<file path="config.mk">
export PLATFORM = sky130hd
export DESIGN_NAME = wgt_guard_timer
export DESIGN_NICKNAME = d
export VERILOG_FILES = /design/src/design/wgt_pkg.sv /design/src/design/wgt_tick_sel.sv /design/src/design/wgt_guard_timer.sv
export VERILOG_INCLUDE_DIRS = /design/src /design/src/design
export SDC_FILE = /design/constraint.sdc
export NUM_CORES = 1
export LEC_CHECK = 0
export BUFFER_PORTS_ARGS = -buffer_cell sky130_fd_sc_hd__buf_2
export CELL_PAD_IN_SITES_DETAIL_PLACEMENT = 2
export CELL_PAD_IN_SITES_GLOBAL_PLACEMENT = 2
export CORE_MARGIN = 2
export CORE_UTILIZATION = 37
export CTS_CLUSTER_DIAMETER = 200
export DETAILED_ROUTE_END_ITERATION = 6
export PLACE_DENSITY = 0.82
export SLEW_MARGIN = 10
export SYNTH_ARGS = -nofsm -noshare
export SYNTH_HDL_FRONTEND = slang
export SYNTH_SLANG_ARGS = --single-unit
</file>
<file path="constraint.sdc">
create_clock -name clk -period 2.5 [get_ports clk]
set_clock_uncertainty 0.15 [all_clocks]
set_input_delay 0 -clock clk [delete_from_list [all_inputs] [get_ports clk]]
set_output_delay 0 -clock clk [all_outputs]
set_load 0.01 [all_outputs]
</file>
<file path="src/design/wgt_consts.svh">
// register indices, field positions, reset values and timing constants of the guard timer
`ifndef WGT_CONSTS_SVH
`define WGT_CONSTS_SVH

// 0x93/0x94 are register indices, not byte offsets: byte address = 4*index
`define WGT_IDX_CONTROL 8'h93
`define WGT_IDX_RESTART 8'h94
`define WGT_IDX_STATUS 8'h95
`define WGT_IDX_MASK 8'h96
`define WGT_IDX_CAUSE 8'h97

`define WGT_BIT_ENABLE 7
`define WGT_BIT_NMI_SEL 6
`define WGT_BIT_RST_FLAG 5
`define WGT_BIT_NMI_FLAG 4
`define WGT_CLK_HI 3
`define WGT_CLK_LO 2
`define WGT_PER_HI 1
`define WGT_PER_LO 0

`define WGT_CLK_RESET 2'h2
`define WGT_CLK_SYS 2'h0
`define WGT_CLK_RTC 2'h1
`define WGT_CLK_RC 2'h2

`define WGT_KEY_FIRST 8'hA5
`define WGT_KEY_SECOND 8'h5A

`define WGT_LOG_PER0 27
`define WGT_LOG_PER1 25
`define WGT_LOG_PER2 22
`define WGT_LOG_PER3 18

// status and mask bit positions and width
`define WGT_EV_TIMEOUT 0
`define WGT_EV_KICK 1
`define WGT_EV_KEYERR 2
`define WGT_EV_W 3

// oscillator start-up time in microseconds, and its count at 20 MHz
`define WGT_RC_START_US 20000
`define WGT_CLK_MHZ 20
`define WGT_RC_START_CYC (`WGT_RC_START_US * `WGT_CLK_MHZ)

`endif

</file>
<file path="src/design/wgt_pkg.sv">
// types shared by the guard timer design
package wgt_pkg;
  typedef enum logic [2:0] {
    WGT_IDLE = 3'b001,
    WGT_RUN = 3'b010,
    WGT_FIRE = 3'b100
  } wgt_state_t;
  typedef enum logic [1:0] {
    WGT_KEY_WAIT = 2'b01,
    WGT_KEY_ARMED = 2'b10
  } wgt_key_t;
endpackage

</file>
<file path="src/design/wgt_tick_sel.sv">
// counting-clock selector: turns the chosen source into one-cycle ticks
`include "wgt_consts.svh"
module wgt_tick_sel #(
  parameter int RTC_DIV = 610,
  parameter int RC_DIV = 2000
) (
  input wire logic clk,
  input wire logic rst_n,
  input wire logic [1:0] sel,
  input wire logic rc_ready,
  output logic tick
);
  initial begin
    if (RTC_DIV < 2 || RC_DIV < 2 || RTC_DIV > 65535 || RC_DIV > 65535) begin
      $error("wgt_tick_sel: divider out of range");
    end
  end

  logic [15:0] rtc_cnt;
  logic [15:0] rc_cnt;

  // the RTC divider runs free so switching sources does not restart its period; the RC divider holds at zero until rc_ready
  always_ff @(posedge clk or negedge rst_n) begin
    if (!rst_n) begin
      rtc_cnt <= 16'h0000;
    end else if (rtc_cnt == 16'(RTC_DIV - 1)) begin
      rtc_cnt <= 16'h0000;
    end else begin
      rtc_cnt <= rtc_cnt + 16'h0001;
    end
  end

  always_ff @(posedge clk or negedge rst_n) begin
    if (!rst_n) begin
      rc_cnt <= 16'h0000;
    end else if (!rc_ready || rc_cnt == 16'(RC_DIV - 1)) begin
      rc_cnt <= 16'h0000;
    end else begin
      rc_cnt <= rc_cnt + 16'h0001;
    end
  end

  // the reserved code yields no ticks
  always_ff @(posedge clk or negedge rst_n) begin
    if (!rst_n) begin
      tick <= 1'b0;
    end else begin
      unique case (sel)
        `WGT_CLK_SYS: tick <= 1'b1;
        `WGT_CLK_RTC: tick <= (rtc_cnt == 16'(RTC_DIV - 1));
        `WGT_CLK_RC: tick <= rc_ready && (rc_cnt == 16'(RC_DIV - 1));
        default: tick <= 1'b0;
      endcase
    end
  end
endmodule // wgt_tick_sel

</file>
<file path="src/design/wgt_guard_timer.sv">
// guard timer core with Avalon-MM register slave
// Notes on behaviour
// - reset leaves timer disabled; writing one to control bit 7 enables it.
// - once enabled, every control register write is ignored until reset.
// - an enabled timer cannot be stopped by software, only by reset.
// - bits 1:0 choose period 2^27, 2^25, 2^22 or 2^18 ticks.
// - bits 3:2 choose system, real-time or RC clock; 11 reserved.
// - clock-source field resets to 10, the RC oscillator.
// - RC oscillator off only when deselected; about 20 ms to restart.
// - bit 6 zero resets chip on timeout, one raises nonmaskable interrupt.
// - bit 5 flags a reset timeout; cleared by external or debug reset.
// - bit 4 flags an interrupt timeout; cleared by other interrupt sources.
// - key A5h then 5Ah reloads the counter, which keeps counting.
// - any delay between keys allowed; timeout still fires if late.
// - a byte other than 5Ah after A5h discards the partial key.
//
// Chosen here: the Avalon-MM slave port.
`include "wgt_consts.svh"
module wgt_guard_timer #(
  parameter int RTC_DIV = 610,
  parameter int RC_DIV = 2000,
  parameter int RC_START_CYC = `WGT_RC_START_CYC,
  parameter int CNT_W = 28,
  parameter int RST_PULSE = 16,
  // period exponents; shorter values only to make time-outs reachable in sim
  parameter int LOG_PER0 = `WGT_LOG_PER0,
  parameter int LOG_PER1 = `WGT_LOG_PER1,
  parameter int LOG_PER2 = `WGT_LOG_PER2,
  parameter int LOG_PER3 = `WGT_LOG_PER3
) (
  input wire logic clk,
  input wire logic rst_n,
  input wire logic [9:0] avs_address,
  input wire logic avs_read,
  input wire logic avs_write,
  input wire logic [31:0] avs_writedata,
  input wire logic [3:0] avs_byteenable,
  output logic [31:0] avs_readdata,
  output logic avs_waitrequest,
  output logic [1:0] avs_response,
  input wire logic guard_reset_cause,
  input wire logic ext_nmi,
  output logic chip_reset_req,
  output logic cpu_nmi,
  output logic rc_osc_power,
  output logic irq
);
  initial begin
    if (CNT_W < 28 || CNT_W > 31 || RST_PULSE < 1 || RST_PULSE > 255 ||
        RC_START_CYC < 1 || LOG_PER0 < 1 || LOG_PER0 >= CNT_W ||
        LOG_PER1 < 1 || LOG_PER1 >= CNT_W || LOG_PER2 < 1 ||
        LOG_PER2 >= CNT_W || LOG_PER3 < 1 || LOG_PER3 >= CNT_W) begin
      $error("wgt_guard_timer: parameter out of range");
    end
  end

  // ---------------------------------------------------------------
  // register bus decode
  // ---------------------------------------------------------------
  logic [7:0] idx;
  logic hit_ctl;
  logic hit_rr;
  logic hit_st;
  logic hit_msk;
  logic hit_cause;
  logic mapped;
  logic req;
  logic wr_go;
  logic rd_go;
  logic lane0;

  assign idx = avs_address[9:2];
  assign hit_ctl = (idx == `WGT_IDX_CONTROL);
  assign hit_rr = (idx == `WGT_IDX_RESTART);
  assign hit_st = (idx == `WGT_IDX_STATUS);
  assign hit_msk = (idx == `WGT_IDX_MASK);
  assign hit_cause = (idx == `WGT_IDX_CAUSE);
  assign mapped = hit_ctl | hit_rr | hit_st | hit_msk | hit_cause;
  assign req = avs_read | avs_write;
  assign lane0 = avs_byteenable[0];

  // one wait cycle: the answer comes on the second edge of each request
  logic ack;
  always_ff @(posedge clk or negedge rst_n) begin
    if (!rst_n) begin
      ack <= 1'b0;
    end else begin
      ack <= req && !ack;
    end
  end
  assign wr_go = avs_write && ack;
  assign rd_go = avs_read && ack;

  always_ff @(posedge clk or negedge rst_n) begin
    if (!rst_n) begin
      avs_waitrequest <= 1'b1;
    end else begin
      avs_waitrequest <= !(req && !ack);
    end
  end

  // ---------------------------------------------------------------
  // control register
  // ---------------------------------------------------------------
  logic enable;
  logic nmi_sel;
  logic [1:0] clk_sel;
  logic [1:0] per_sel;
  logic rst_flag;
  logic nmi_flag;
  logic ctl_wr;

  assign ctl_wr = wr_go && hit_ctl && lane0 && !enable;

  always_ff @(posedge clk or negedge rst_n) begin
    if (!rst_n) begin
      enable <= 1'b0;
      nmi_sel <= 1'b0;
      clk_sel <= `WGT_CLK_RESET;
      per_sel <= 2'h0;
    end else if (ctl_wr) begin
      // enable only sets here; no path clears it before reset
      enable <= avs_writedata[`WGT_BIT_ENABLE];
      nmi_sel <= avs_writedata[`WGT_BIT_NMI_SEL];
      clk_sel <= avs_writedata[`WGT_CLK_HI:`WGT_CLK_LO];
      per_sel <= avs_writedata[`WGT_PER_HI:`WGT_PER_LO];
    end
  end

  // ---------------------------------------------------------------
  // oscillator power and start-up
  // ---------------------------------------------------------------
  // the oscillator runs while selected and stays off otherwise
  logic [31:0] rc_wait;
  logic rc_ready;
  always_ff @(posedge clk or negedge rst_n) begin
    if (!rst_n) begin
      rc_osc_power <= 1'b1;
    end else begin
      rc_osc_power <= (clk_sel == `WGT_CLK_RC);
    end
  end

  always_ff @(posedge clk or negedge rst_n) begin
    if (!rst_n) begin
      rc_wait <= 32'h00000000;
    end else if (!rc_osc_power) begin
      rc_wait <= 32'h00000000;
    end else if (rc_wait != 32'(RC_START_CYC)) begin
      rc_wait <= rc_wait + 32'h00000001;
    end
  end
  assign rc_ready = rc_osc_power && (rc_wait == 32'(RC_START_CYC));

  logic tick;
  wgt_tick_sel #(
    .RTC_DIV(RTC_DIV),
    .RC_DIV(RC_DIV)
  ) u_tick (
    .clk(clk),
    .rst_n(rst_n),
    .sel(clk_sel),
    .rc_ready(rc_ready),
    .tick(tick)
  );

  // ---------------------------------------------------------------
  // restart key sequence
  // ---------------------------------------------------------------
  wgt_pkg::wgt_key_t key_state;
  logic kick;
  logic key_err;
  logic key_wr;
  logic [7:0] key_byte;

  assign key_wr = wr_go && hit_rr && lane0;
  assign key_byte = avs_writedata[7:0];
  assign kick = key_wr && (key_state == wgt_pkg::WGT_KEY_ARMED) &&
                (key_byte == `WGT_KEY_SECOND);
  assign key_err = key_wr && (key_state == wgt_pkg::WGT_KEY_ARMED) &&
                   (key_byte != `WGT_KEY_SECOND);

  // no time limit while armed: the counter alone decides lateness
  always_ff @(posedge clk or negedge rst_n) begin
    if (!rst_n) begin
      key_state <= wgt_pkg::WGT_KEY_WAIT;
    end else if (key_wr) begin
      unique case (key_state)
        wgt_pkg::WGT_KEY_WAIT: begin
          if (key_byte == `WGT_KEY_FIRST) begin
            key_state <= wgt_pkg::WGT_KEY_ARMED;
          end
        end
        wgt_pkg::WGT_KEY_ARMED: begin
          key_state <= wgt_pkg::WGT_KEY_WAIT;
        end
      endcase
    end
  end

  // ---------------------------------------------------------------
  // counter and time-out
  // ---------------------------------------------------------------
  wgt_pkg::wgt_state_t state;
  logic [CNT_W-1:0] count;
  logic [CNT_W-1:0] limit;
  logic timeout;
  logic [7:0] rst_cnt;

  always_comb begin
    unique case (per_sel)
      2'h0: limit = CNT_W'(1) << LOG_PER0;
      2'h1: limit = CNT_W'(1) << LOG_PER1;
      2'h2: limit = CNT_W'(1) << LOG_PER2;
      2'h3: limit = CNT_W'(1) << LOG_PER3;
    endcase
  end

  assign timeout = (state == wgt_pkg::WGT_RUN) && tick && !kick &&
                   (count == limit - CNT_W'(1));

  always_ff @(posedge clk or negedge rst_n) begin
    if (!rst_n) begin
      state <= wgt_pkg::WGT_IDLE;
    end else begin
      unique case (state)
        wgt_pkg::WGT_IDLE: begin
          if (enable) begin
            state <= wgt_pkg::WGT_RUN;
          end
        end
        wgt_pkg::WGT_RUN: begin
          if (timeout && !nmi_sel) begin
            state <= wgt_pkg::WGT_FIRE;
          end
        end
        // holds the timer stopped until reset; the reset request itself ends after RST_PULSE cycles
        wgt_pkg::WGT_FIRE: state <= wgt_pkg::WGT_FIRE;
      endcase
    end
  end

  always_ff @(posedge clk or negedge rst_n) begin
    if (!rst_n) begin
      count <= '0;
    end else if (state != wgt_pkg::WGT_RUN || kick || timeout) begin
      count <= '0;
    end else if (tick) begin
      count <= count + CNT_W'(1);
    end
  end

  // reset request stretched so slow reset logic surely sees it
  always_ff @(posedge clk or negedge rst_n) begin
    if (!rst_n) begin
      rst_cnt <= 8'h00;
      chip_reset_req <= 1'b0;
    end else if (timeout && !nmi_sel) begin
      rst_cnt <= 8'(RST_PULSE);
      chip_reset_req <= 1'b1;
    end else if (rst_cnt != 8'h00) begin
      rst_cnt <= rst_cnt - 8'h01;
      chip_reset_req <= (rst_cnt != 8'h01);
    end
  end

  always_ff @(posedge clk or negedge rst_n) begin
    if (!rst_n) begin
      cpu_nmi <= 1'b0;
    end else begin
      cpu_nmi <= timeout && nmi_sel;
    end
  end

  // ---------------------------------------------------------------
  // cause flags
  // ---------------------------------------------------------------
  // the reset flag survives this block's own reset: the chip reset
  // logic reports on guard_reset_cause whether our time-out caused it
  logic cause_seen;
  always_ff @(posedge clk or negedge rst_n) begin
    if (!rst_n) begin
      cause_seen <= 1'b0;
      rst_flag <= 1'b0;
    end else if (!cause_seen) begin
      cause_seen <= 1'b1;
      rst_flag <= guard_reset_cause;
    end else if (timeout && !nmi_sel) begin
      rst_flag <= 1'b1;
    end
  end

  always_ff @(posedge clk or negedge rst_n) begin
    if (!rst_n) begin
      nmi_flag <= 1'b0;
    end else if (timeout && nmi_sel) begin
      nmi_flag <= 1'b1;
    end else if (ext_nmi) begin
      nmi_flag <= 1'b0;
    end
  end

  // ---------------------------------------------------------------
  // event status, mask and interrupt
  // ---------------------------------------------------------------
  logic [`WGT_EV_W-1:0] events;
  logic [`WGT_EV_W-1:0] status;
  logic [`WGT_EV_W-1:0] mask;
  logic st_rd;

  assign events = {key_err, kick, timeout};
  assign st_rd = rd_go && hit_st;

  // set wins over the clear-on-read in the same cycle
  always_ff @(posedge clk or negedge rst_n) begin
    if (!rst_n) begin
      status <= '0;
    end else begin
      status <= (st_rd ? '0 : status) | events;
    end
  end

  always_ff @(posedge clk or negedge rst_n) begin
    if (!rst_n) begin
      mask <= '0;
    end else if (wr_go && hit_msk && lane0) begin
      mask <= avs_writedata[`WGT_EV_W-1:0];
    end
  end

  always_ff @(posedge clk or negedge rst_n) begin
    if (!rst_n) begin
      irq <= 1'b0;
    end else begin
      irq <= |(((st_rd ? '0 : status) | events) & mask);
    end
  end

  // ---------------------------------------------------------------
  // read data and response
  // ---------------------------------------------------------------
  logic [7:0] ctl_view;
  assign ctl_view = {enable, nmi_sel, rst_flag, nmi_flag, clk_sel, per_sel};

  always_ff @(posedge clk or negedge rst_n) begin
    if (!rst_n) begin
      avs_readdata <= 32'h00000000;
      avs_response <= 2'h0;
    end else if (req && !ack) begin
      avs_response <= mapped ? 2'h0 : 2'h3;
      if (!avs_read) begin
        avs_readdata <= 32'h00000000;
      end else if (hit_ctl) begin
        avs_readdata <= {24'h000000, ctl_view};
      end else if (hit_st) begin
        // include this cycle's events: the clear one edge later would
        // otherwise drop an event that was never shown
        avs_readdata <= {29'h00000000, status | events};
      end else if (hit_msk) begin
        avs_readdata <= {29'h00000000, mask};
      end else if (hit_cause) begin
        avs_readdata <= {28'h0000000, count[CNT_W-1:CNT_W-4]};
      end else begin
        avs_readdata <= 32'h00000000;
      end
    end
  end
endmodule // wgt_guard_timer

</file>
# Word-level counts from Yosys, hierarchy flattened
# Index checks and enable logic that the tools add are counted.
# classes
n_eq_ne	30
bitwise_logic	8
reduce_logical	39
addsub	6
n_mux	28
# op_table
cell	count
28-bit case mux with 4 select lines	1
32-bit two-way mux	3
28-bit two-way mux	2
8-bit equality test (second input constant)	6
16-bit by 1-bit adder with 16-bit output (second input constant)	2
32-bit by 1-bit adder with 32-bit output (second input constant)	1
32-bit by 19-bit equality test with 1-bit output (second input constant)	1
16-bit two-way mux	2
32-bit by 19-bit inequality test with 1-bit output (second input constant)	1
28-bit by 1-bit adder with 28-bit output (second input constant)	1
28-bit equality test	1
28-bit by 1-bit subtractor with 28-bit output (second input constant)	1
8-bit two-way mux	3
1-bit logical AND	21
16-bit by 10-bit equality test with 1-bit output (second input constant)	1
16-bit by 11-bit equality test with 1-bit output (second input constant)	1
4-bit two-way mux	3
3-bit two-way mux	3
3-bit case mux with 3 select lines	1
2-bit equality test (second input constant)	4
8-bit by 7-bit equality test with 1-bit output (second input constant)	1
8-bit by 1-bit inequality test with 1-bit output (second input constant)	1
8-bit by 7-bit inequality test with 1-bit output (second input constant)	1
8-bit nonzero test	1
other kinds (21)	48
# word_totals
elab_cells	136
out_inout_bits	39
input_bits	52
regBits	161

# Longest topological paths before layout
# Gate-level depths: netlist of run 1.
# logic_depth
ltp_word	12
mapped_depth	8

# Modules after synthesis
# Synthesis of run 1 repeated with hierarchy kept, for this count alone.
# hier_totals
cells_unflattened	709
area_unflattened_um2	7065.5
# by_module_without_submodules
mod	area_per_inst_um2	cells_per_inst	instances
wgt_guard_timer	5484.0	558	1
wgt_tick_sel	1581.5	151	1

# Least setup slack after synthesis of run 1
# OpenSTA, ideal clock, no wires.
# synth_path
path_type	flip-flop to flip-flop
startpoint	reg count[22]
endpoint	reg count[24]
n_path_buf	2
required_time_ps	2231
synth_period_minus_slack_ps	2163
setup_time_ps	119
stages_incl_launch_ff	8
arrival_ps	1894
setup_slack_ps	337
cell_sequence	dfrtp_1 > or4b_4 > a2111oi_4 > nand4_2 > nand2b_1 > buf_2 > buf_4 > nor2_1
# synth_between
elab_chain_len	4
word_cells_on_any_way	7
# synth_rtl
item	line	text
start: declaration	wgt_guard_timer.sv:205	logic [CNT_W-1:0] count;
start signal: assignment	wgt_guard_timer.sv:249	count <= count + CNT_W'(1);
parallel branches: the longest is 4 deep, another holds 28-bit by 1-bit adder with 28-bit output	--	
# Parallel ways; which one is timed is not known. The select of a mux whose other input is x is not followed.
# A chain may end at the register's enable or synchronous reset.

# Worst setup path after layout of run 1
# layout_path
startpoint	reg count[22]
endpoint	reg rst_flag
# layout_between
elab_chain_len	4
# layout_rtl
item	line	text
28-bit equality test	wgt_guard_timer.sv:220	(count == limit - CNT_W'(1));
1-bit logical AND	wgt_guard_timer.sv:219	assign timeout = (state == wgt_pkg::WGT_RUN) && tick && !kick &&
1-bit logical AND	wgt_guard_timer.sv:288	end else if (timeout && !nmi_sel) begin
2-bit by 1-bit inequality test with 1-bit output (no line)	--	
end signal: assignment	wgt_guard_timer.sv:287	rst_flag <= guard_reset_cause;
end: declaration	wgt_guard_timer.sv:109	logic rst_flag;
# No other way between the ends.

==> summary.md, run 1 <==
| Metric | Value |
|---|---|
| VDD IR max | 0.5010 mV |
| Root Buffer | clkbuf_16 |
| Synthesized flop and latch total | 136 |
| Largest net degree at the start of global routing | 70 |
| Inserted Diodes | 0 |
| Reg2reg path depth | 6 |
| Die width | 141.5 µm |
| Worst hold start | avs_address[9] |
| Final Non-Filler Cells | 1027 |
| Die height | 141.5 µm |
| Fin nets | 840 |
| First-pass GRT wire length | 37330 µm |
| Count of final hold-check violations | 0 |
| Total GRT Usage | 0.2428 |
| Pleak | 3.673 nW |
| Most frequent cell after synthesis | dfrtp_1 |
| CTS max path bufs | 2 |
| Critical path class | flip-flop to flip-flop |
| CTS tree | yes |
| R2r endpoint | rst_flag$_DFFE_PN0P_ |
| Mean post-synth cell area | 10.04 µm² |
| Largest stage delay, worst path | 0.57 ns |
| Core box area | 18640 µm² |
| Yosys warns | 0 |
| Status | finished, final reports clean |
| Crit path time final | 2.424 ns |
| Starting density of the core | 0.3754 |
| Worst R2R Start | count[22]$_DFFE_PN0P_ |
| Critical path data arrival time | 2.65 ns |
| Dpl hpwl | 13420 µm |
| Avg WL per Cell | 22.00 µm |
| Port buffer count | 37 |
| Hold Crit Endpoint | status[0]$_DFF_PN0_ |
| Aggregate global routing overflow | 0 |
| Power per cell area | 599.9 nW/µm² |
| Synth cell count leaders | dfrtp_1 (131), nor2_1 (85), nand2_1 (52) |
| Clk Latency, worst-skew pair | 0.44 ns |
| Seq/Total Area, Yosys | 0.4871 |
| Vias in the first global route | 6642 |
| Top area cells in the synthesized netlist | dfrtp_1 (47%), xor2_1 (5.3%), xnor2_1 (4.6%) |
| Routed Antenna Nets | 0 |
| DRT iter0 DRCs | 234 |
| Placed cell count | 969 |
| # DRC | 0 |
| Crit-path leading delay family | simple AND/OR/NAND/NOR gates |
| CP Cell Sequence | or4b_4 > a2111oi_4 > nand4_4 > nor3_2 > buf_4 > o22a_1 |
| Max frequency | 412.6 MHz |
| Netlist cell types | 66 |
| Crit share post-route | 0.9694 |
| Tightest Pin Transition | 0.6680 ns |
| Cell area after synthesis | 6999 µm² |
| Top-area cell type share of the netlist area | 0.4684 |
| Fraction of layout cells with a size suffix above 1 | 0.1564 |
| Clock buffer count from CTS | 17 |
| CP endpoint kind | flip-flop |
| Worst setup SP type | flip-flop |
| Routed wire length | 22590 µm |
| Die Area | 20030 µm² |
| Filler cells | 1953 |
| Hold-critical path depth | 6 |
| Total power | 5.024 mW |
| H-tree Lvls | 4 |
| Clock Pin Slew Worst Setup and Hold Paths | 0.07 ns |
| Vias per cell | 5.482 |
| Post-CTS setup buffers | 0 |
| Initial antenna violation count | 0 |
| Max FO, Critical Path | 12 |
| Clk sinks | 136 |
| Max cap viols | 0 |
| Rel. slew slack | 0.5533 |
| Endpoints failing setup | 0 |
| Mapped Cells | 697 |
| Area leader, netlist | dfrtp_1 |
| DRT Pass-1 Iters | 4 |
| I/O pin cnt | 91 |
| Ys flop type | dfrtp_1 |
| Required time of the critical path | 2.72 ns |
| R2R setup slack | 0.08 ns |
| Hold Path Class | input port to flip-flop |
| Number of synthesized flops with an enable pin | 0 |
| Vias | 5630 |
| Share of flip-flops with an asynchronous set or reset | 1.000 |
| Critical path's slowest cell | or4b_4 |
| GP Congestion | 0.8148 |
| CP bufs+invs | 1 |
| Area Overhead vs Synth | 19.65% |
| Max-slew violation count | 0 |
| # rows | 50 |
==> registers in the layout (all words and copies together) (netlist names), 2 cells and up <==
name / count
rc_wait: 32
rst_cnt: 8
key_state: 2
clk_sel: 2
u_tick.rtc_cnt: 16
avs_readdata: 8
u_tick.rc_cnt: 16
status: 3
count: 28
mask: 3
per_sel: 2
state: 3
==> final cells by class <==
| cell class | count | area (µm²) | share of cell area |
|---|---|---|---|
| Sequential cell | 136 | 3410 | 0.4071 |
| Multi-Input combinational cell | 523 | 3366 | 0.4019 |
| Timing Repair Buffer | 82 | 636.9 | 0.07605 |
| Clock buffer | 17 | 425.4 | 0.05080 |
| Tap cell | 234 | 292.8 | 0.03496 |
| Clock inverter | 15 | 168.9 | 0.02017 |
| Inverter | 20 | 75.07 | 0.008965 |
==> per-layer routing <==
layer / global-route usage / share of wire / wire length (µm)
met4: 0.1011 / 0.034 / 773
met5: 0 / 0 / 0
met1: 0.2755 / 0.40 / 8979
met2: 0.4463 / 0.54 / 12260
met3: 0.04657 / 0.026 / 578
==> power breakdown <==
group | total, mW | switching, mW | internal [mW]
sequential | 2.23 | 0.0152 | 2.22
clock | 2.58 | 1.09 | 1.49
combinational | 0.208 | 0.134 | 0.0739
total | 5.02 | 1.24 | 3.78
==> cells by family (layout without fill, tap and decap cells) <==
kind of cell,count (synthesis),count (layout),synth area share
AND/OR/NAND/NOR,340,340,0.2647
flip-flops,136,136,0.4871
XOR/XNOR,79,79,0.09886
buffers and inverters,61,134,0.04862
AO/OA/AOI/OAI,58,58,0.06507
multiplexers,13,13,0.02020
adder cells (fa/ha/maj),8,8,0.01430
other,2,25,0.001073
==> worst reg2reg max path: cells and delay by family, from the launching register on <==
family | cells | cell delay [ns]
flip-flops | 1 | 0.45
AND/OR/NAND/NOR | 3 | 0.97
buffers and inverters | 1 | 0.22
AO/OA/AOI/OAI | 2 | 0.57
==> worst max path at each step <==
stage,from,to,slack [ns],depth (start not counted)
floorplan,count[22]$_DFFE_PN0P_,count[24]$_DFFE_PN0P_,0.34,7
global placement,count[22]$_DFFE_PN0P_,rst_flag$_DFFE_PN0P_,0.22,6
detailed placement,count[22]$_DFFE_PN0P_,rst_flag$_DFFE_PN0P_,0.13,6
CTS,count[22]$_DFFE_PN0P_,count[8]$_DFFE_PN0P_,0.02,6
global route,rc_wait[1]$_DFFE_PN0P_,u_tick.rc_cnt[8]$_DFF_PN0_,-0.0007,8
finish,count[22]$_DFFE_PN0P_,rst_flag$_DFFE_PN0P_,0.08,6
==> per-stage QoR <==
step | TNS (ns) | utilization | area, µm² | hold WS [ns] | setup slack (ns)
global placement | 0 | 0.4008 | 7472 | -0.1822 | 0.2230
detailed placement | 0 | 0.4008 | 7472 | -0.1700 | 0.1335
CTS | 0 | 0.4476 | 8344 | 0.1401 | 0.02009
floorplan | 0 | - | 7086 | -0.4456 | 0.3369
global route | -0.0007476 | 0.4492 | 8374 | 0.2049 | -0.0007476
finish | 0 | 0.4492 | 8374 | 0.1643 | 0.07642
==> cell usage in the layout, fill, tap and decap left out, types with 5 or more instances in the layout <==
| cell type | n |
|---|---|
| and3_1 | 17 |
| ha_1 | 8 |
| nor2_1 | 85 |
| inv_1 | 20 |
| nand3_1 | 43 |
| a21oi_1 | 7 |
| or2_2 | 6 |
| nand2b_1 | 16 |
| buf_4 | 17 |
| dfrtp_1 | 131 |
| o311ai_0 | 6 |
| clkbuf_16 | 17 |
| o21ai_0 | 7 |
| o211ai_1 | 5 |
| and4_1 | 5 |
| conb_1 | 25 |
| and2_1 | 22 |
| nand4_1 | 25 |
| nor4b_1 | 5 |
| nor2b_1 | 9 |
| a22o_1 | 7 |
| xnor2_1 | 37 |
| nor4_1 | 9 |
| buf_2 | 36 |
| dfstp_2 | 5 |
| nor3_1 | 14 |
| mux2_2 | 9 |
| nand2_1 | 52 |
| xor2_1 | 42 |
| dlygate4sd3_1 | 25 |
| nor3b_1 | 5 |
==> timing repair <==
| action | CTS | global route |
|---|---|---|
| hold endpoints to repair | 154 | 0 |
| resized for setup | 0 | 4 |
| hold buffers | 26 | 0 |
| setup endpoints to repair | 0 | 20 |
No activity file was read; power rests on OpenSTA's default activity.
==> inputs of run 2 (changes only) <==
--- a/config.mk
+++ b/config.mk
@@ -6,11 +6,12 @@
 export SDC_FILE = /design/constraint.sdc
 export NUM_CORES = 1
 export LEC_CHECK = 0
+export ABC_AREA = 1
 export BUFFER_PORTS_ARGS = -buffer_cell sky130_fd_sc_hd__buf_2
 export CELL_PAD_IN_SITES_DETAIL_PLACEMENT = 2
 export CELL_PAD_IN_SITES_GLOBAL_PLACEMENT = 2
 export CORE_MARGIN = 2
-export CORE_UTILIZATION = 37
+export CORE_UTILIZATION = 34
 export CTS_CLUSTER_DIAMETER = 200
 export DETAILED_ROUTE_END_ITERATION = 6
 export PLACE_DENSITY = 0.82
==> run 2 against run 1 <==
Net effect:
- the run now ends with negative hold slack left
- sequential power hardly changed
- die area is 20% higher
- global-route usage is 0.78 points lower
- clock power is 2% higher
- non-clock buffer count is 3 lower
- worst setup slack better by 0.17 ns
- worst hold slack worse by 0.21 ns
- critical path type is now input port to flip-flop
- area after synthesis is 11% higher
- synthesized cell count is 46% higher
==> summary.md, run 2 <==
| Metric | Value |
|---|---|
| Die width | 155.3 µm (was 141.5 µm) |
| Largest regs | rc_wait (32), count (28) (unchanged) |
| Max FO, Critical Path | 5 (was 12) |
| Unrepaired setup endpoints after global routing | false |
| Seq/Total Area, Yosys | 0.4381 (was 0.4871) |
| Tightest Pin Transition | 0.6079 ns (was 0.6680 ns) |
| Clk sinks | 136 (unchanged) |
| Total power | 5.047 mW (was 5.024 mW) |
| Die Area | 24120 µm² (was 20030 µm²) |
| Max reg flops | 32 (unchanged) |
| Final WS setup | 0.2513 ns (was 0.07642 ns) |
| Status | finished with violations (was finished, final reports clean) |
| Count of final hold-check violations | 39 (was 0) |
| H-tree Lvls | 4 (unchanged) |
| # DRC | 0 (unchanged) |
| Vias in the first global route | 8276 (was 6642) |
| Vias per cell | 5.135 (was 5.482) |
| VDD IR max | 0.3492 mV (was 0.5010 mV) |
| Routed wire length | 27260 µm (was 22590 µm) |
| Total GRT Usage | 0.2350 (was 0.2428) |
| I/O pin cnt | 91 (unchanged) |
| Synthesized flop and latch total | 136 (unchanged) |
| Worst slack, placed | 0.3119 ns (was 0.1335 ns) |
| Pleak | 4.413 nW (was 3.673 nW) |
| Number of synthesized flops with an enable pin | 0 (unchanged) |
| Clk Latency, worst-skew pair | 0.45 ns (was 0.44 ns) |
| # rows | 55 (was 50) |
| Largest net degree at the start of global routing | 60 (was 70) |
| Port buffer count | 37 (unchanged) |
| Crit share post-route | 0.8995 (was 0.9694) |
| Worst setup SP type | input port (was flip-flop) |
| Power per cell area | 550.6 nW/µm² (was 599.9 nW/µm²) |
| Critical path class | input port to flip-flop (was flip-flop to flip-flop) |
| DRT iter0 DRCs | 288 (was 234) |
| Failing checks | negative hold slack |
| Avg WL per Cell | 19.40 µm (was 22.00 µm) |
| Dpl hpwl | 17290 µm (was 13420 µm) |
| Largest Register | rc_wait (unchanged) |
| Core box area | 22570 µm² (was 18640 µm²) |
| Die height | 155.3 µm (was 141.5 µm) |
| Cell area after synthesis | 7782 µm² (was 6999 µm²) |
| Share of flip-flops with an asynchronous set or reset | 1.000 (unchanged) |
| Area Overhead vs Synth | 17.78% (was 19.65%) |
| Fraction of layout cells with a size suffix above 1 | 0.1340 (was 0.1564) |
| Ys flop type | dfrtp_1 (unchanged) |
| Yosys warns | 0 (unchanged) |
| CTS max path bufs | 2 (unchanged) |
| Top-area cell type share of the netlist area | 0.4212 (was 0.4684) |
| Hold Path Class | input port to async pin (was input port to flip-flop) |
| Max-slew violation count | 0 (unchanged) |
| Area leader, netlist | dfrtp_1 (unchanged) |
| Starting density of the core | 0.3448 (was 0.3754) |
| Setup TNS | 0 ns (unchanged) |
| First-pass GRT wire length | 44310 µm (was 37330 µm) |
| Max frequency | 444.7 MHz (was 412.6 MHz) |
| CP endpoint kind | flip-flop (unchanged) |
| Required time of the critical path | 2.70 ns (was 2.72 ns) |
| Vias | 7214 (was 5630) |
| Root Buffer | clkbuf_16 (unchanged) |
| GP Congestion | 0.7749 (was 0.8148) |
| Aggregate global routing overflow | 0 (unchanged) |
| DRT Pass-1 Iters | 4 (unchanged) |
| Clock Pin Slew Worst Setup and Hold Paths | 0.09 ns (was 0.07 ns) |
| Most frequent cells in the layout | nand2_1 (206), inv_1 (151), nor2_1 (142), dfrtp_1 (131), nand3_1 (64) (was dfrtp_1 (131), nor2_1 (85), nand2_1 (52), nand3_1 (43), xor2_1 (42)) |
| Max cap viols | 0 (unchanged) |
| Commonest non-fill, non-tap cell in the layout | nand2_1 (was dfrtp_1) |
| Final Hold Slack | -0.04816 ns (was 0.1643 ns) |
| Synth cell count leaders | nand2_1 (208), inv_1 (151), nor2_1 (144) (was dfrtp_1 (131), nor2_1 (85), nand2_1 (52)) |
| Netlist cell types | 48 (was 66) |
| Routed Antenna Nets | 0 (unchanged) |
| Crit path time final | 2.249 ns (was 2.424 ns) |
| CTS tree | yes (unchanged) |
| Mean post-synth cell area | 7.637 µm² (was 10.04 µm²) |
| Mapped Cells | 1019 (was 697) |
| Critical path data arrival time | 2.45 ns (was 2.65 ns) |
| Top area cells in the synthesized netlist | dfrtp_1 (42%), nand2_1 (10%), inv_1 (7.3%) (was dfrtp_1 (47%), xor2_1 (5.3%), xnor2_1 (4.6%)) |
| Clock buffer count from CTS | 17 (unchanged) |
| Endpoints failing setup | 0 (unchanged) |
| Fin nets | 1166 (was 840) |
| Rel. slew slack | 0.5948 (was 0.5533) |
| Most frequent cell after synthesis | nand2_1 (was dfrtp_1) |
| Initial antenna violation count | 0 (unchanged) |
==> run 2: cell types whose count changed after synthesis, sizes merged, moves of 27 or more <==
| cell | delta |
|---|---|
| xnor2 | -29 |
| nand3 | +27 |
| nand2 | +166 |
| nor3 | +42 |
| o21ai | +34 |
| nor2 | +78 |
| a21oi | +27 |
| inv | +136 |
==> run 2: per-layer routing <==
metal  vias up  share of wire  wire (µm)  track usage
met3        64          0.025        680      0.04708
met4         0          0.038       1032      0.09873
met2       124           0.53      14360       0.4292
li1       3374              -          -            -
met1      3652           0.41      11180       0.2671
met5         -              0          0            0
==> run 2: cell type report <==
class | instances | area, µm²
antenna | 1 | 2.502
clock inverter | 14 | 135.1
inverter | 157 | 589.3
sequential | 136 | 3410
clock buffer | 18 | 439.2
tap | 285 | 356.6
multi-input combinational | 715 | 3630
fill | 2592 | 13410
timing repair buffer | 79 | 604.3
==> run 2: logic make-up (layout without fill, tap and decap cells) <==
kind of cell,count (synthesis),after routing,synth area share
xor gates and xnor gates,30,30,0.03376
buffers and inverters,191,268,0.1079
AOI/OAI and AO/OA,89,89,0.06318
and+or+nand+nor,563,563,0.3432
other,2,26,0.0009650
DFF,136,136,0.4381
adders and majority gates,8,8,0.01286
==> run 2: where the power goes <==
| group | internal [mW] | total (mW) | leakage, nW | switching [mW] |
|---|---|---|---|---|
| clock | 1.42 | 2.62 | 0.276 | 1.20 |
| combinational | 0.0658 | 0.202 | 2.31 | 0.137 |
| sequential | 2.21 | 2.22 | 1.83 | 0.00971 |
| total | 3.70 | 5.05 | 4.41 | 1.35 |
==> run 2: final timing paths <==
check	startpoint	end	slack, ns	cells past startpoint
hold / removal	rst_n	status[1]$_DFF_PN0_	-0.05	2
min in group clk	ext_nmi	nmi_flag$_DFFE_PN0P_	0.13	3
setup / recovery	avs_write	avs_readdata[1]$_DFFE_PN0P_	0.25	12
max in group asynchronous	rst_n	state[0]$_DFFE_PN1P_	1.55	3
hold reg to reg	enable$_DFFE_PN0P_	state[0]$_DFFE_PN1P_	0.28	1
setup reg to reg	rc_wait[0]$_DFFE_PN0P_	u_tick.rc_cnt[4]$_DFF_PN0_	0.29	9
==> run 2: stage by stage <==
step	utilization	hold WS [ns]	instances	area, µm²
floorplan	-	-0.4456	1042	7869
global placement	0.3660	-0.1224	1341	8262
detailed placement	0.3660	-0.1144	1341	8262
CTS	0.4043	0.003081	1402	9126
global route	0.4060	0.001049	1404	9164
finish	0.4061	-0.04816	1405	9166
==> run 2: repair_timing <==
action | CTS | global route
setup buffers | 0 | 3
endpoints found under the hold margin | 155 | 0
resized for setup | 0 | 5
setup endpoints to repair | 0 | 12
hold buffers | 29 | 0
==> run 2: critical path: stages <==
cell	delay, ns
dlygate4sd3_1	0.54
buf_2	0.12
nor2_1	0.05
dlygate4sd3_1	0.58
nor2_1	0.21
inv_1	0.09
nor2_1	0.10
inv_1	0.06
nor2_1	0.13
inv_1	0.14
o21ai_0	0.22
o21bai_1	0.20
==> inputs of run 3 (changes only) <==
--- a/config.mk
+++ b/config.mk
@@ -14,6 +14,7 @@
 export CORE_UTILIZATION = 34
 export CTS_CLUSTER_DIAMETER = 200
 export DETAILED_ROUTE_END_ITERATION = 6
+export MAX_ROUTING_LAYER = met4
 export PLACE_DENSITY = 0.82
 export SLEW_MARGIN = 10
 export SYNTH_ARGS = -nofsm -noshare
==> run 3 against run 2 <==
Net effect:
- the flow now finishes without violations
- via count up 0.83%
- maximum frequency down 0.62%
- die area unchanged
- critical path type unchanged
==> summary.md, run 3 (synthesis results as in run 2) <==
| Metric | Value |
|---|---|
| # DRC | 0 (unchanged) |
| # rows | 55 (unchanged) |
| DRT iter0 DRCs | 279 (was 288) |
| Crit share post-route | 0.9051 (was 0.8995) |
| Final Hold Slack | 0.1295 ns (was -0.04816 ns) |
| Clk Latency, worst-skew pair | 0.46 ns (was 0.45 ns) |
| Largest stage delay, worst path | 0.57 ns (was 0.58 ns) |
| Largest Register | rc_wait (unchanged) |
| Die width | 155.3 µm (unchanged) |
| Pleak | 4.417 nW (was 4.413 nW) |
| Power per cell area | 550.7 nW/µm² (was 550.6 nW/µm²) |
| Max cap viols | 0 (unchanged) |
| Cell mode on critical path | nor2_1 (unchanged) |
| Largest net degree at the start of global routing | 60 (unchanged) |
| Dpl hpwl | 17290 µm (unchanged) |
| Vias in the first global route | 8265 (was 8276) |
| Required time of the critical path | 2.71 ns (was 2.70 ns) |
| Critical path's slowest cell | dlygate4sd3_1 (unchanged) |
| Max frequency | 441.9 MHz (was 444.7 MHz) |
| Placed Area | 8262 µm² (unchanged) |
| Crit-path leading delay family | buffers and inverters (unchanged) |
| Clock buffer count from CTS | 17 (unchanged) |
| CTS tree | yes (unchanged) |
| Starting density of the core | 0.3448 (unchanged) |
| Total GRT Usage | 0.2420 (was 0.2350) |
| Max FO, Critical Path | 5 (unchanged) |
| Endpoints failing setup | 0 (unchanged) |
| Inserted Diodes | 0 (was 1) |
| Worst setup path endpoint | avs_readdata[1]$_DFFE_PN0P_ (unchanged) |
| Worst R2R Start | rc_wait[0]$_DFFE_PN0P_ (unchanged) |
| Initial antenna violation count | 0 (unchanged) |
| Max-slew violation count | 0 (unchanged) |
| Worst setup SP type | input port (unchanged) |
| Unrepaired setup endpoints after global routing | false (unchanged) |
| CP startpoint | avs_read (was avs_write) |
| Design Area, Final | 9174 µm² (was 9166 µm²) |
| Most frequent cells in the layout | nand2_1 (206), inv_1 (151), nor2_1 (142), dfrtp_1 (131), nand3_1 (64) (unchanged) |
| DRT Pass-1 Iters | 5 (was 4) |
| Clk sinks | 136 (unchanged) |
| R2r endpoint | u_tick.rc_cnt[4]$_DFF_PN0_ (unchanged) |
| Area Overhead vs Synth | 17.88% (was 17.78%) |
| Routed Antenna Nets | 0 (unchanged) |
| Tightest Pin Transition | 0.6134 ns (was 0.6079 ns) |
| Core box area | 22570 µm² (unchanged) |
| VDD IR max | 0.3481 mV (was 0.3492 mV) |
| Port buffer count | 37 (unchanged) |
| CP bufs+invs | 6 (unchanged) |
| Vias per cell | 5.177 (was 5.135) |
| Largest regs | rc_wait (32), count (28) (unchanged) |
| CP endpoint kind | flip-flop (unchanged) |
| Crit path time final | 2.263 ns (was 2.249 ns) |
| M1 GR Usage | 0.2669 (was 0.2671) |
| Critical path data arrival time | 2.47 ns (was 2.45 ns) |
| H-tree Lvls | 4 (unchanged) |
| Root Buffer | clkbuf_16 (unchanged) |
| Fraction of layout cells with a size suffix above 1 | 0.1339 (was 0.1340) |
| Finished Core Util | 0.4064 (was 0.4061) |
| Die Area | 24120 µm² (unchanged) |
| Routed wire length | 27330 µm (was 27260 µm) |
| Status | finished, final reports clean (was finished with violations) |
| Busiest grt layer | met2 (unchanged) |
| Hold Path Class | input port to flip-flop (was input port to async pin) |
| Reg2reg path depth | 9 (unchanged) |
| CP Cell Sequence | dlygate4sd3_1 > buf_2 > nor2_1 > dlygate4sd3_1 > nor2_1 > inv_1 > nor2_1 > inv_1 > nor2_1 > inv_1 > o21ai_0 > o21bai_1 (unchanged) |
| CTS max path bufs | 2 (unchanged) |
| I/O pin cnt | 91 (unchanged) |
| Crit path depth | 12 (unchanged) |
| Count of final hold-check violations | 0 (was 39) |
| R2R setup slack | 0.29 ns (about the same) |
| First-pass GRT wire length | 44300 µm (was 44310 µm) |
| Setup TNS | 0 ns (unchanged) |
| Critical path class | input port to flip-flop (unchanged) |
| Avg WL per Cell | 19.45 µm (was 19.40 µm) |
| Fin nets | 1167 (was 1166) |
| Met3 usage | 0.04290 (was 0.04708) |
| Clock Pin Slew Worst Setup and Hold Paths | 0.09 ns (about the same) |
| GP Congestion | 0.7855 (was 0.7749) |
| Routing usage on met2 | 0.4298 (was 0.4292) |
| Rel. slew slack | 0.5910 (was 0.5948) |
| Vias | 7274 (was 7214) |
| Aggregate global routing overflow | 0 (unchanged) |
| Die height | 155.3 µm (unchanged) |
| Max reg flops | 32 (unchanged) |
| Commonest non-fill, non-tap cell in the layout | nand2_1 (unchanged) |
==> run 3: cell types whose count changed in the layout (fill, tap and decap cells not counted) <==
cell	change
diode_2	-1
dlygate4sd3_1	+1
==> run 3: worst register-to-register path, stage by stage (launching register included) <==
cell     delay [ns]
dfrtp_1        0.38
inv_1          0.19
ha_1           0.22
nand3_1        0.08
nor2_1         0.15
nand3_1        0.12
nor2_2         0.23
nand3_2        0.23
buf_4          0.24
nor3_1         0.14
==> run 3: worst min path at each step <==
stage / startpoint / end / slack, ns / cells after the start
6_report: ext_nmi / nmi_flag$_DFFE_PN0P_ / 0.13 / 3
5_1_grt: ext_nmi / nmi_flag$_DFFE_PN0P_ / 0.15 / 3
4_1_cts: rst_n / rc_wait[23]$_DFFE_PN0P_ / 0.003 / 2
3_5_place_dp: rst_n / rc_wait[23]$_DFFE_PN0P_ / -0.11 / 1
3_3_place_gp: rst_n / u_tick.rc_cnt[10]$_DFF_PN0_ / -0.12 / 1
2_1_floorplan: rst_n / ack$_DFF_PN0_ / -0.45 / 0
==> run 3: layout make-up <==
type / count / area, µm²
fill: 2591 / 13400
multi-input combinational: 715 / 3630
sequential: 136 / 3410
timing repair buffer: 80 / 614.3
inverter: 157 / 589.3
clock buffer: 18 / 439.2
tap: 285 / 356.6
clock inverter: 14 / 135.1
==> run 3: layer usage <==
metal	vias up	wire length (µm)
met5	-	0
met4	0	1075
met3	74	804
met2	145	14350
met1	3679	11100
li1	3376	-
==> run 3: power breakdown <==
group | switching, mW | total [mW] | internal, mW
Sequential | 0.00984 | 2.22 | 2.21
Combinational | 0.137 | 0.204 | 0.0668
Clock | 1.20 | 2.62 | 1.42
==> run 3: stage by stage <==
step	instances	setup WS, ns	total power, mW
after CTS	1402	0.08357	5.007
after detailed placement	1341	0.3119	2.425
after global routing	1405	0.06893	5.190
final	1405	0.2373	5.052
after global placement	1341	0.3790	2.419
after floorplan	1042	0.7835	2.349
==> run 3: timing repair <==
| item | 4_1_cts | 5_1_grt |
|---|---|---|
| hold buffers | 29 | 1 |
| buffers inserted | 0 | 3 |
| setup endpoints to repair | 0 | 12 |
| endpoints found under the hold margin | 155 | 2 |
| gates resized for setup | 0 | 5 |
